[src/core/asp_pkg.sv]
`default_nettype none

package asp_pkg;

    // widths
    localparam int STAT_W = 24;
    localparam int PIN_W  = 9;
    localparam int ADDR_W = 4;

    // register indices on the host register port
    localparam logic [3:0] REG_STATUS    = 4'h0;
    localparam logic [3:0] REG_STICKY    = 4'h1;
    localparam logic [3:0] REG_FORCE_SET = 4'h2;
    localparam logic [3:0] REG_FORCE_CLR = 4'h3;
    localparam logic [3:0] REG_PIN_LEVEL = 4'h4;
    localparam logic [3:0] REG_PIN_DIR   = 4'h5;
    localparam logic [3:0] REG_PIN_POL   = 4'h6;
    localparam logic [3:0] REG_ROUTE4    = 4'h7;
    localparam logic [3:0] REG_ROUTE7    = 4'h8;
    localparam logic [3:0] REG_SAG_INT   = 4'h9;

    // status bit positions
    localparam int BIT_RESULTS_READY = 23;
    localparam int BIT_FREQ_HIGH     = 22;
    localparam int BIT_FREQ_LOW      = 21;
    localparam int BIT_TEMP_HIGH     = 20;
    localparam int BIT_TEMP_LOW      = 19;
    localparam int BIT_SAG_A         = 4;
    localparam int BIT_EXT_OSC       = 1;
    localparam int BIT_RESET_SEEN    = 0;

    // stickiness that hardware imposes regardless of the sticky register
    localparam logic [23:0] STICKY_FORCE_ON  = 24'h000001;
    localparam logic [23:0] STICKY_FORCE_OFF = 24'h000002;

    // reset values
    localparam logic [23:0] RST_STICKY  = 24'h000000;
    localparam logic [8:0]  RST_PIN_DIR = 9'h1FF;
    localparam logic [8:0]  RST_PIN_LVL = 9'h1FF;
    localparam logic [8:0]  RST_PIN_POL = 9'h000;
    localparam logic [23:0] RST_SAG_INT = 24'h000016;

    // strap and alarm pin positions
    localparam int PIN_IFC_ONE  = 0;
    localparam int PIN_ADDR_ZERO = 1;
    localparam int PIN_ALARM4   = 4;
    localparam int PIN_ADDR_ONE = 6;
    localparam int PIN_ALARM7   = 7;
    localparam int PIN_IFC_ZERO = 8;

    // pins owned by each host interface
    localparam logic [8:0] IFACE_PINS_SPI  = 9'h02E;
    localparam logic [8:0] IFACE_PINS_UART = 9'h00C;
    localparam logic [8:0] IFACE_PINS_I2C  = 9'h02C;

    typedef enum logic [1:0] {
        ASP_MODE_SPI  = 2'b00,
        ASP_MODE_UART = 2'b01,
        ASP_MODE_I2C  = 2'b10
    } asp_mode_t;

    typedef struct packed {
        asp_mode_t  mode;
        logic [1:0] dev_addr;
    } asp_strap_t;

    typedef struct packed {
        logic [3:0]  addr;
        logic        wr;
        logic        rd;
        logic [23:0] wdata;
    } asp_req_t;

endpackage : asp_pkg

`default_nettype wire

[src/core/asp_alarm_pins.sv]
// Functional notes
// RULE1 - status bit 23 flags new low-rate results, may be sticky
// RULE2 - bits 22..19: freq high, freq low, temp high, temp low
// RULE3 - bits 18..13: voltage over/under for phases C, B, A
// RULE4 - bits 12..10 power factor low, bits 9..7 current high, C B A
// RULE5 - bits 6, 5, 4 flag sag on phases C, B, A
// RULE6 - bit 3 voltage imbalance, bit 2 current imbalance
// RULE7 - bit 1 shows external oscillator active, never sticky
// RULE8 - bit 0 set after any reset, always sticky
// RULE9 - sticky flags hold until cleared through force-clear
// RULE10 - non-sticky flags follow their condition
// RULE11 - force-set ones set bits, force-clear ones clear bits, others kept
// RULE12 - force registers clear themselves once applied
// RULE13 - sticky, force and routing registers share the status layout
// RULE14 - all pins are inputs during and after reset until configured
// RULE15 - interface-select-zero low at reset selects SPI
// RULE16 - otherwise select-one and address pins pick mode and address
// RULE17 - pin level reads inputs, writes set output pin states
// RULE18 - direction bit 1 is input, 0 is output
// RULE19 - interface pins ignore direction; input pins get pull-up
// RULE20 - outputs active low, polarity bit makes them active high
// RULE21 - sag flag when voltage stays below limit for interval samples
// RULE22 - software sets sag interval in half-cycle steps
// RULE23 - routed pin active when status bit and routing bit both set
// RULE24 - hardware set beats force-clear in the same cycle
`default_nettype none

module asp_alarm_pins
    import asp_pkg::*;
(
    input  wire logic              sys_clk_i,
    input  wire logic              reset_i,
    input  wire asp_req_t          req_i,
    input  wire logic [23:0]       cond_i,
    input  wire logic              sample_i,
    input  wire logic [2:0]        sag_below_i,
    input  wire logic [8:0]        pin_in_i,
    output logic      [23:0]       rdata_o,
    output logic      [23:0]       status_o,
    output logic      [8:0]        pin_out_o,
    output logic      [8:0]        pin_oe_o,
    output logic      [8:0]        pin_pullup_o,
    output var asp_strap_t         strap_o
);

    ////////////////////////////////////////////////////////////////////
    // declarations

    logic [23:0] status_r,    status_nxt;
    logic [23:0] sticky_r,    sticky_nxt;
    logic [23:0] fset_r,      fset_nxt;
    logic [23:0] fclr_r,      fclr_nxt;
    logic [23:0] route4_r,    route4_nxt;
    logic [23:0] route7_r,    route7_nxt;
    logic [23:0] sag_int_r,   sag_int_nxt;
    logic [8:0]  lvl_r,       lvl_nxt;
    logic [8:0]  dir_r,       dir_nxt;
    logic [8:0]  pol_r,       pol_nxt;
    logic [23:0] rdata_r,     rdata_nxt;
    logic [8:0]  out_r,       out_nxt;
    logic [8:0]  oe_r,        oe_nxt;
    logic [8:0]  pu_r,        pu_nxt;
    logic [8:0]  pin_meta_r;
    logic [8:0]  pin_sync_r;
    asp_strap_t  strap_r,     strap_nxt;
    logic [23:0] hw_set;
    logic [23:0] eff_sticky;
    logic [2:0]  sag_hit;
    logic [8:0]  iface_mask;
    logic        alarm4;
    logic        alarm7;

    // pins owned by the serial host port in a given mode
    function automatic logic [8:0] iface_pins(input asp_mode_t m);
        logic [8:0] r;
        r = IFACE_PINS_SPI;
        if (m == ASP_MODE_UART) begin
            r = IFACE_PINS_UART;
        end else if (m == ASP_MODE_I2C) begin
            r = IFACE_PINS_I2C;
        end
        return r;
    endfunction : iface_pins

    // shared write decode
    function automatic logic wr_hit(input asp_req_t q,
                                    input logic [3:0] a);
        return q.wr && (q.addr == a);
    endfunction : wr_hit

    ////////////////////////////////////////////////////////////////////
    // pin synchroniser, pins are asynchronous to sys_clk_i

    always_ff @(posedge sys_clk_i) begin
        pin_meta_r <= pin_in_i;
        pin_sync_r <= pin_meta_r;
    end

    ////////////////////////////////////////////////////////////////////
    // sag detectors, one per phase

    generate
        for (genvar p = 0; p < 3; p++) begin : g_sag
            logic [23:0] cnt_r, cnt_nxt;

            // run length of consecutive low samples, saturating
            always_comb begin
                cnt_nxt = cnt_r;
                if (sample_i) begin
                    if (!sag_below_i[p]) begin
                        cnt_nxt = 24'h000000;
                    end else if (cnt_r != 24'hFFFFFF) begin
                        cnt_nxt = cnt_r + 24'h000001;
                    end
                end
            end

            always_ff @(posedge sys_clk_i) begin
                if (reset_i) begin
                    cnt_r <= 24'h000000;
                end else begin
                    cnt_r <= cnt_nxt;
                end
            end

            // zero interval disables the detector rather than firing
            assign sag_hit[p] = (sag_int_r != 24'h000000) && // RULE21
                                (cnt_r >= sag_int_r);
        end
    endgenerate

    ////////////////////////////////////////////////////////////////////
    // status flag engine

    always_comb begin
        hw_set = cond_i;                          // RULE1 RULE2 RULE3 RULE4
        hw_set[6:4] = {sag_hit[2], sag_hit[1], sag_hit[0]}; // RULE5
        hw_set[BIT_RESET_SEEN] = 1'b0;
        eff_sticky = (sticky_r | STICKY_FORCE_ON) & ~STICKY_FORCE_OFF;
        // hardware set outranks force-clear, force-set outranks hold
        status_nxt = hw_set | fset_r |                  // RULE6 RULE11 RULE24
                     (eff_sticky & status_r & ~fclr_r); // RULE9 RULE10
        // oscillator flag tracks its source only
        status_nxt[BIT_EXT_OSC] = cond_i[BIT_EXT_OSC];  // RULE7
    end

    ////////////////////////////////////////////////////////////////////
    // register writes; force registers last one cycle

    always_comb begin
        sticky_nxt  = sticky_r;
        route4_nxt  = route4_r;
        route7_nxt  = route7_r;
        sag_int_nxt = sag_int_r;
        lvl_nxt     = lvl_r;
        dir_nxt     = dir_r;
        pol_nxt     = pol_r;
        fset_nxt    = 24'h000000;                 // RULE12
        fclr_nxt    = 24'h000000;                 // RULE12
        if (wr_hit(req_i, REG_STICKY)) begin
            sticky_nxt = req_i.wdata;             // RULE13
        end else if (wr_hit(req_i, REG_FORCE_SET)) begin
            fset_nxt = req_i.wdata;               // RULE11
        end else if (wr_hit(req_i, REG_FORCE_CLR)) begin
            fclr_nxt = req_i.wdata;               // RULE11
        end else if (wr_hit(req_i, REG_PIN_LEVEL)) begin
            lvl_nxt = req_i.wdata[8:0];           // RULE17
        end else if (wr_hit(req_i, REG_PIN_DIR)) begin
            dir_nxt = req_i.wdata[8:0];           // RULE18
        end else if (wr_hit(req_i, REG_PIN_POL)) begin
            pol_nxt = req_i.wdata[8:0];
        end else if (wr_hit(req_i, REG_ROUTE4)) begin
            route4_nxt = req_i.wdata;             // RULE13
        end else if (wr_hit(req_i, REG_ROUTE7)) begin
            route7_nxt = req_i.wdata;
        end else if (wr_hit(req_i, REG_SAG_INT)) begin
            sag_int_nxt = req_i.wdata;
        end
    end

    ////////////////////////////////////////////////////////////////////
    // read mux, answer one cycle after the read strobe

    always_comb begin
        rdata_nxt = rdata_r;
        if (req_i.rd) begin
            if (req_i.addr == REG_STATUS) begin
                rdata_nxt = status_r;
            end else if (req_i.addr == REG_STICKY) begin
                rdata_nxt = sticky_r;
            end else if (req_i.addr == REG_PIN_LEVEL) begin
                // inputs show the pad, outputs what is driven
                rdata_nxt = {15'h0000,
                             (oe_r & out_r) | (~oe_r & pin_sync_r)}; // RULE17
            end else if (req_i.addr == REG_PIN_DIR) begin
                rdata_nxt = {15'h0000, dir_r};
            end else if (req_i.addr == REG_PIN_POL) begin
                rdata_nxt = {15'h0000, pol_r};
            end else if (req_i.addr == REG_ROUTE4) begin
                rdata_nxt = route4_r;
            end else if (req_i.addr == REG_ROUTE7) begin
                rdata_nxt = route7_r;
            end else if (req_i.addr == REG_SAG_INT) begin
                rdata_nxt = sag_int_r;
            end else begin
                // force registers are write-only, unmapped read zero
                rdata_nxt = 24'h000000;
            end
        end
    end

    ////////////////////////////////////////////////////////////////////
    // strap capture and pin drivers

    always_comb begin
        strap_nxt = strap_r;
        if (reset_i) begin
            // pads are inputs during reset, so the straps are valid
            if (!pin_sync_r[PIN_IFC_ZERO]) begin
                strap_nxt.mode = ASP_MODE_SPI;              // RULE15
            end else if (pin_sync_r[PIN_IFC_ONE]) begin
                strap_nxt.mode = ASP_MODE_I2C;              // RULE16
            end else begin
                strap_nxt.mode = ASP_MODE_UART;             // RULE16
            end
            strap_nxt.dev_addr = {pin_sync_r[PIN_ADDR_ONE],
                                  pin_sync_r[PIN_ADDR_ZERO]}; // RULE16
        end
    end

    assign iface_mask = iface_pins(strap_r.mode);
    assign alarm4 = |(status_r & route4_r);                   // RULE23
    assign alarm7 = |(status_r & route7_r);                   // RULE23

    always_comb begin
        out_nxt = lvl_r;
        // alarm pins: on is low unless polarity inverts it
        if (alarm4) begin
            out_nxt[PIN_ALARM4] = pol_r[PIN_ALARM4];          // RULE20
        end
        if (alarm7) begin
            out_nxt[PIN_ALARM7] = pol_r[PIN_ALARM7];          // RULE20
        end
        // the serial port owns its own pins, direction ignored
        oe_nxt = ~dir_r & ~iface_mask;                        // RULE18 RULE19
        pu_nxt = dir_r & ~iface_mask;                         // RULE19
    end

    ////////////////////////////////////////////////////////////////////
    // state registers

    always_ff @(posedge sys_clk_i) begin
        if (reset_i) begin
            status_r  <= 24'h000001;                          // RULE8
            sticky_r  <= RST_STICKY;
            fset_r    <= 24'h000000;
            fclr_r    <= 24'h000000;
            route4_r  <= 24'h000000;
            route7_r  <= 24'h000000;
            sag_int_r <= RST_SAG_INT;
            lvl_r     <= RST_PIN_LVL;
            dir_r     <= RST_PIN_DIR;                         // RULE14
            pol_r     <= RST_PIN_POL;
            rdata_r   <= 24'h000000;
            out_r     <= RST_PIN_LVL;
            oe_r      <= 9'h000;                              // RULE14
            pu_r      <= 9'h000;
        end else begin
            status_r  <= status_nxt;
            sticky_r  <= sticky_nxt;
            fset_r    <= fset_nxt;
            fclr_r    <= fclr_nxt;
            route4_r  <= route4_nxt;
            route7_r  <= route7_nxt;
            sag_int_r <= sag_int_nxt;
            lvl_r     <= lvl_nxt;
            dir_r     <= dir_nxt;
            pol_r     <= pol_nxt;
            rdata_r   <= rdata_nxt;
            out_r     <= out_nxt;
            oe_r      <= oe_nxt;
            pu_r      <= pu_nxt;
        end
    end

    // strap register has no reset value: it is loaded during reset
    always_ff @(posedge sys_clk_i) begin
        strap_r <= strap_nxt;
    end

    assign rdata_o      = rdata_r;
    assign status_o     = status_r;
    assign pin_out_o    = out_r;
    assign pin_oe_o     = oe_r;
    assign pin_pullup_o = pu_r;
    assign strap_o      = strap_r;
endmodule : asp_alarm_pins

`default_nettype wire

[config.mk]
export PLATFORM = sky130hd
export DESIGN_NAME = asp_alarm_pins
export DESIGN_NICKNAME = d
export VERILOG_FILES = /design/src/core/asp_pkg.sv /design/src/core/asp_alarm_pins.sv
export SDC_FILE = /design/constraint.sdc
export NUM_CORES = 1
export LEC_CHECK = 0
export BUFFER_PORTS_ARGS = -buffer_cell sky130_fd_sc_hd__buf_2
export CELL_PAD_IN_SITES_DETAIL_PLACEMENT = 0
export CELL_PAD_IN_SITES_GLOBAL_PLACEMENT = 1
export CORE_ASPECT_RATIO = 1.4
export CORE_MARGIN = 2
export CORE_UTILIZATION = 40
export CTS_CLUSTER_SIZE = 16
export DETAILED_ROUTE_END_ITERATION = 10
export GPL_ROUTABILITY_DRIVEN = 1
export GPL_TIMING_DRIVEN = 0
export HOLD_SLACK_MARGIN = 0.1
export PLACE_DENSITY_LB_ADDON = 0.1
export REMOVE_ABC_BUFFERS = 1
export SLEW_MARGIN = 5
export SYNTH_ARGS = -nofsm -noshare
export SYNTH_HDL_FRONTEND = slang
export SYNTH_SLANG_ARGS = --single-unit
export TNS_END_PERCENT = 10
[constraint.sdc]
create_clock -name sys_clk_i -period 1.8 [get_ports sys_clk_i]
set_input_delay 0.09 -clock sys_clk_i [delete_from_list [all_inputs] [get_ports sys_clk_i]]
set_output_delay 0.09 -clock sys_clk_i [all_outputs]
set_load 0.02 [all_outputs]
* Yosys cells after proc, flatten, opt, wreduce, memory -nomap -nowiden *
Cells that the tools add are included.

word-level totals
  output and inout port bits = 79
  input port bits = 69
  word-level logic and storage cells = 113
  register bits = 340

operators by class
  reductions and logical operators = 27
  bitwise operators = 23
  mux-type cells = 19
  $lt $le $gt $ge = 3
  add/subtract/negate cells = 3
  equality and inequality tests = 17

operator list
  operator                                              number
  two-way mux 24 bit                                    14
  bitwise AND 24 bit                                    4
  adder 24 x 1 -> 24 bit (second input constant)        3
  >= comparator 24 bit                                  3
  != test 24 bit (second input constant)                3
  OR 24 bit                                             2
  OR reduction 24 bit                                   2
  bitwise AND 9 bit                                     4
  inverter 9 bit                                        3
  inverter 24 bit                                       1
  nonzero test 24 bit                                   1
  equality test 4 x 3 -> 1 bit (second input constant)  4
  logical AND 1 bit                                     12
  OR 9 bit                                              1
  AND reduction 9 bit                                   1
  equality test 4 x 2 -> 1 bit (second input constant)  2
  equality test 4 bit (second input constant)           2
  inverter 1 bit                                        8
  AND reduction 8 bit                                   1
  AND reduction 7 bit                                   1
  two-way mux 6 bit                                     1
  != test 2 x 1 -> 1 bit (second input constant)        3
  AND reduction 2 bit                                   3
  AND reduction 6 bit                                   1
  other kinds (10)                                      12

* Longest topological paths before layout *
  depth after elaboration = 9
  gate-level depth with buffers = 8
  gate-level depth less buffers = 7

* Worst setup path after synthesis *
No wires, ideal clock.

  path type = reg2reg
  start point = register g_sag[1].cnt_r[0]
  end point = register g_sag[1].cnt_r[20]
  setup time = 0.071 ns
  period minus slack after synthesis = 1.896 ns
  data required time = 1.729 ns
  buffers on the path = 0
  arrival time = 1.826 ns
  path slack = -0.096 ns
  stages on the path, launching flop included = 7
  cells stage by stage = dfxtp_1 -> ha_1 -> and2_1 -> nand3_1 -> a311o_1 -> or4_1 -> a21oi_1

on the way
  word-level cells in the longest chain between the ends = 3
  elaborated cells on any way between the ends = 6
  those cells by class = 1 x add/sub; 2 x eq/ne; 2 x mux; 1 x reduce/logical

RTL lines
  what                                                                 RTL line                                      text
  start: declaration                                                   asp_alarm_pins.sv:104                         logic [23:0] cnt_r, cnt_nxt;
  start signal: assignment                                             asp_alarm_pins.sv:122                         cnt_r <= cnt_nxt;
  adder 24 x 1 -> 24 bit / != test 24 bit (equally long branches)      asp_alarm_pins.sv:113, asp_alarm_pins.sv:112
  two-way mux 24 bit / != test 2 x 1 -> 1 bit (equally long branches)  n/a
  two-way mux 24 bit / AND reduction 2 bit (equally long branches)     n/a

Several ways; a longest one is shown, not always the timed one. The select of a mux whose other input is x is not followed.
A chain may end at the register's enable or synchronous reset.

* Worst setup path in the final report *
  start point = register sag_int_r[5]
  end point = register status_r[6], in the netlist status_o[6]

on the way
  word-level cells in the longest chain between the ends = 4
  elaborated cells on any way between the ends = 5
  those cells by class = 1 x order compare; 2 x bitwise; 2 x reduce/logical

RTL lines
  what                                                                RTL line                                      text
  start: declaration                                                  asp_alarm_pins.sv:55                          logic [23:0] sag_int_r, sag_int_nxt;
  start signal: assignment                                            asp_alarm_pins.sv:275                         sag_int_r <= sag_int_nxt;
  >= comparator 24 bit / nonzero test 24 bit (equally long branches)  asp_alarm_pins.sv:128, asp_alarm_pins.sv:127
  logical AND 1 bit (*)                                               asp_alarm_pins.sv:127                         assign sag_hit[p] = (sag_int_r != 24'h000000) &&
  OR 24 bit (*) (2 in a row)                                          asp_alarm_pins.sv:141                         status_nxt = hw_set | fset_r |
  end signal: assignment                                              asp_alarm_pins.sv:269                         status_r <= status_nxt;
  end: declaration                                                    asp_alarm_pins.sv:49                          logic [23:0] status_r, status_nxt;

Mark *: on every way between the ends. The rest lies on a longest branch, timed or not.

==> metrics.md <==
| Metric | Value |
|---|---|
| Status | finished, violations left |
| Failing checks | hold timing, setup timing |
| P per Cell Area | 872 mW/mm2 |
| Clock root buffer | clkbuf_16 |
| Hold Crit Class | input port to flop |
| Clock Latency Late Sink | 530 ps |
| Routed length per instance | 21.0 um |
| CTS tree | built |
| Maximum VDD drop | 0.611 mV |
| YS warnings | 0 |
| Worst EP arrival | 2270 ps |
| Worst path top cell family by delay | compound AO/OA/AOI/OAI gates |
| Port bufs | 139 |
| Fin area | 0.0192 mm2 |
| Pre-CTS setup slack | -1840 ps |
| Row cnt | 84 |
| Asr flop ratio synth | 0% |
| Yosys reg bits | 334 |
| Core area | 0.0375 mm2 |
| Residual DRC | 0 |
| Routed Antenna Nets | 0 |
| CP Launch Type | flop |
| Die height | 234 um |
| Vias post-DR | 14.0k |
| Cell taking the most area after synthesis | dfxtp_1 |
| Crit end category | flop |
| Pleak | 7.35 nW |
| Ports | 148 |
| Endpoints failing setup | 9 |
| Placed cell count | 2325 |
| Core Util, Final | 51.1% |
| Initial cell density of the core | 40.4% |
| Required time of the critical path | 2220 ps |
| Distinct cells, synth | 72 |
| Tmin final | 1850 ps |
| Total Wirelength | 52300 um |
| Final hold slack | -57.1 ps |
| H-tree Lvls | 2 |
| Most common cell in the synthesized netlist | dfxtp_1 |
| Period utilization | 103% |
| Final Hold Fails | 10 |
| Clock skew | 8.80 ps |
| Non-filler cells in the finished layout | 2497 |
| Final nets | 2143 |
| Peak Freq | 542 MHz |
| Drt pass-1 iters | 8 |
| Clk slew on worst S/H paths | 60 ps |
| Avg Inst Size Synth | 8.40 um2 |
| Gr ovfl total | 0 |
| ANT cells | 0 |
| Crit path max fanout | 4 |
| # Max-Cap Violations | 0 |
| Worst path max stage delay | 380 ps |
| RePlAce Congestion | 0.858 |
| Total CTS buffers | 37 |
| Number of flops mapped to enable cells by yosys | 4 |
| Worst-Margin Slew | 1220 ps |
| Slew Viols, Final | 0 |
| RSZ-0062 raised after global routing | true |
| First-pass GRT wire length | 77600 um |
| Top_reg_cell synth | dfxtp_1 |
| Setup TNS | -225 ps |
| Pin count of the biggest net entering global routing | 95 |
| Initial antenna violation count | 0 |
| Seq/Total Area, Yosys | 44.4% |
| Cells along the critical path | inv_2 > ha_1 > a2111oi_4 > o21a_1 > o22ai_2 > o31a_1 |
| Synth top area share | 43.6% |
| Gr usage total | 25.5% |
| Clock Sinks | 334 |
| Overall Power | 16.7 mW |
| Worst setup path category | flop to flop |
| Area Growth Syn to Fin | 26.5% |
| Worst Slack Setup Final | -45.9 ps |
| Placed wire-length estimate | 35400 um |
| Synth top area cells | dfxtp_1 (44%), nand2_1 (7.5%), a21oi_1 (7.0%), ha_1 (6.3%), nor2_1 (2.9%) |
| Dpl cell area | 0.0162 mm2 |
| Vias per cell | 5.59 |
| DRT iter0 DRCs | 950 |
| Slew HR | 18.8% |
| Cell count after synthesis | 1805 |
| Die width | 169 um |
| Synthesized cell area | 0.0152 mm2 |
| Layout cells sized above 1 | 21.7% |
| Synth top cells by count | dfxtp_1 (330), nand2_1 (304), a21oi_1 (211) |
| Number of buffers and inverters on the critical path | 1 |
| Vias in the first global route | 13.3k |
| Die area | 0.0395 mm2 |
| Max clock buf depth | 3 |
| CP max stage cell | dfxtp_2 |
worst paths after layout:
path	endpoint	slack [ps]	from	cells past startpoint
max	status_o[6]	-50	sag_int_r[5]	6
min	route4_r[18]	-60	reset_i	2
max reg2reg	status_o[6]	-50	sag_int_r[5]	6
min reg2reg	pin_sync_r[3]	320	pin_meta_r[3]	0
worst reg2reg max path: cells and delay by family (launching register included):
kind                     cells  cell delay [ps]
AO/OA/AOI/OAI                4              900
adder cells (fa/ha/maj)      1              360
buffers and inverters        1              100
flip-flops                   1              380
routing by layer:
| metal | track usage (%) | part of all wire (%) |
|---|---|---|
| met5 | 0 | 0 |
| met4 | 12.0 | 4.6 |
| met3 | 3.22 | 3.9 |
| met2 | 47.0 | 51 |
| met1 | 29.2 | 40 |
final cells by class:
type	count	area, um2
Inverter	44	171
Fill cell	3626	18300
Clock buffer	56	1140
Sequential cell	334	6880
Tap cell	473	592
Timing Repair Buffer	256	1870
Clock inverter	9	130
Multi-Input combinational cell	1325	8400
sequential cells by signal, summed over array words and instances, names as in the netlist:
signal,count
dir_r,9
fclr_r,23
fset_r,23
g_sag.cnt_r,72
lvl_r,9
pin_meta_r,9
pin_oe_o,7
pin_out_o,9
pin_pullup_o,7
pin_sync_r,9
pol_r,9
rdata_o,24
route4_r,24
route7_r,24
sag_int_r,24
status_o,24
sticky_r,24
strap_o,4
layout by cell type (no fill, tap or decap), drive strengths merged, types with 23 or more instances in the layout:
master       instances
buf                188
nor2               121
a21oi              211
nand3               64
a22oi               31
mux2i               23
inv                 45
dlygate4sd3         67
nand2              304
and2                56
o21ai               62
dfxtp              330
or3                 24
clkbuf              57
nand4               37
nor3                38
ha                  76
power by group:
group	leakage, nW	internal [mW]	switching, mW	total [mW]
Clock	0.624	4.80	3.12	7.92
Sequential	2.76	7.51	0.134	7.64
Combinational	3.96	0.436	0.736	1.17
Total	7.35	12.7	3.99	16.7
kinds of logic after synthesis:
family,Yosys count,share of synthesized area [%]
AO/OA/AOI/OAI,444,18.2
XOR/XNOR,24,1.39
adder cells (fa/ha/maj),76,6.27
buffers and inverters,151,4.18
flip-flops,334,44.4
multiplexers,26,1.74
other,1,0.0247
AND/OR/NAND/NOR,749,23.8
repair_timing:
| item | CTS | global route |
|---|---|---|
| pin swaps | 10 | 44 |
| hold buffers | 64 | 4 |
| hold endpoints to repair | 208 | 15 |
| setup endpoints to repair | 171 | 143 |
| resized for setup | 119 | 114 |
| setup buffers | 4 | 33 |
| gates cloned | 0 | 2 |
No activity file was read; power rests on OpenSTA's default activity.
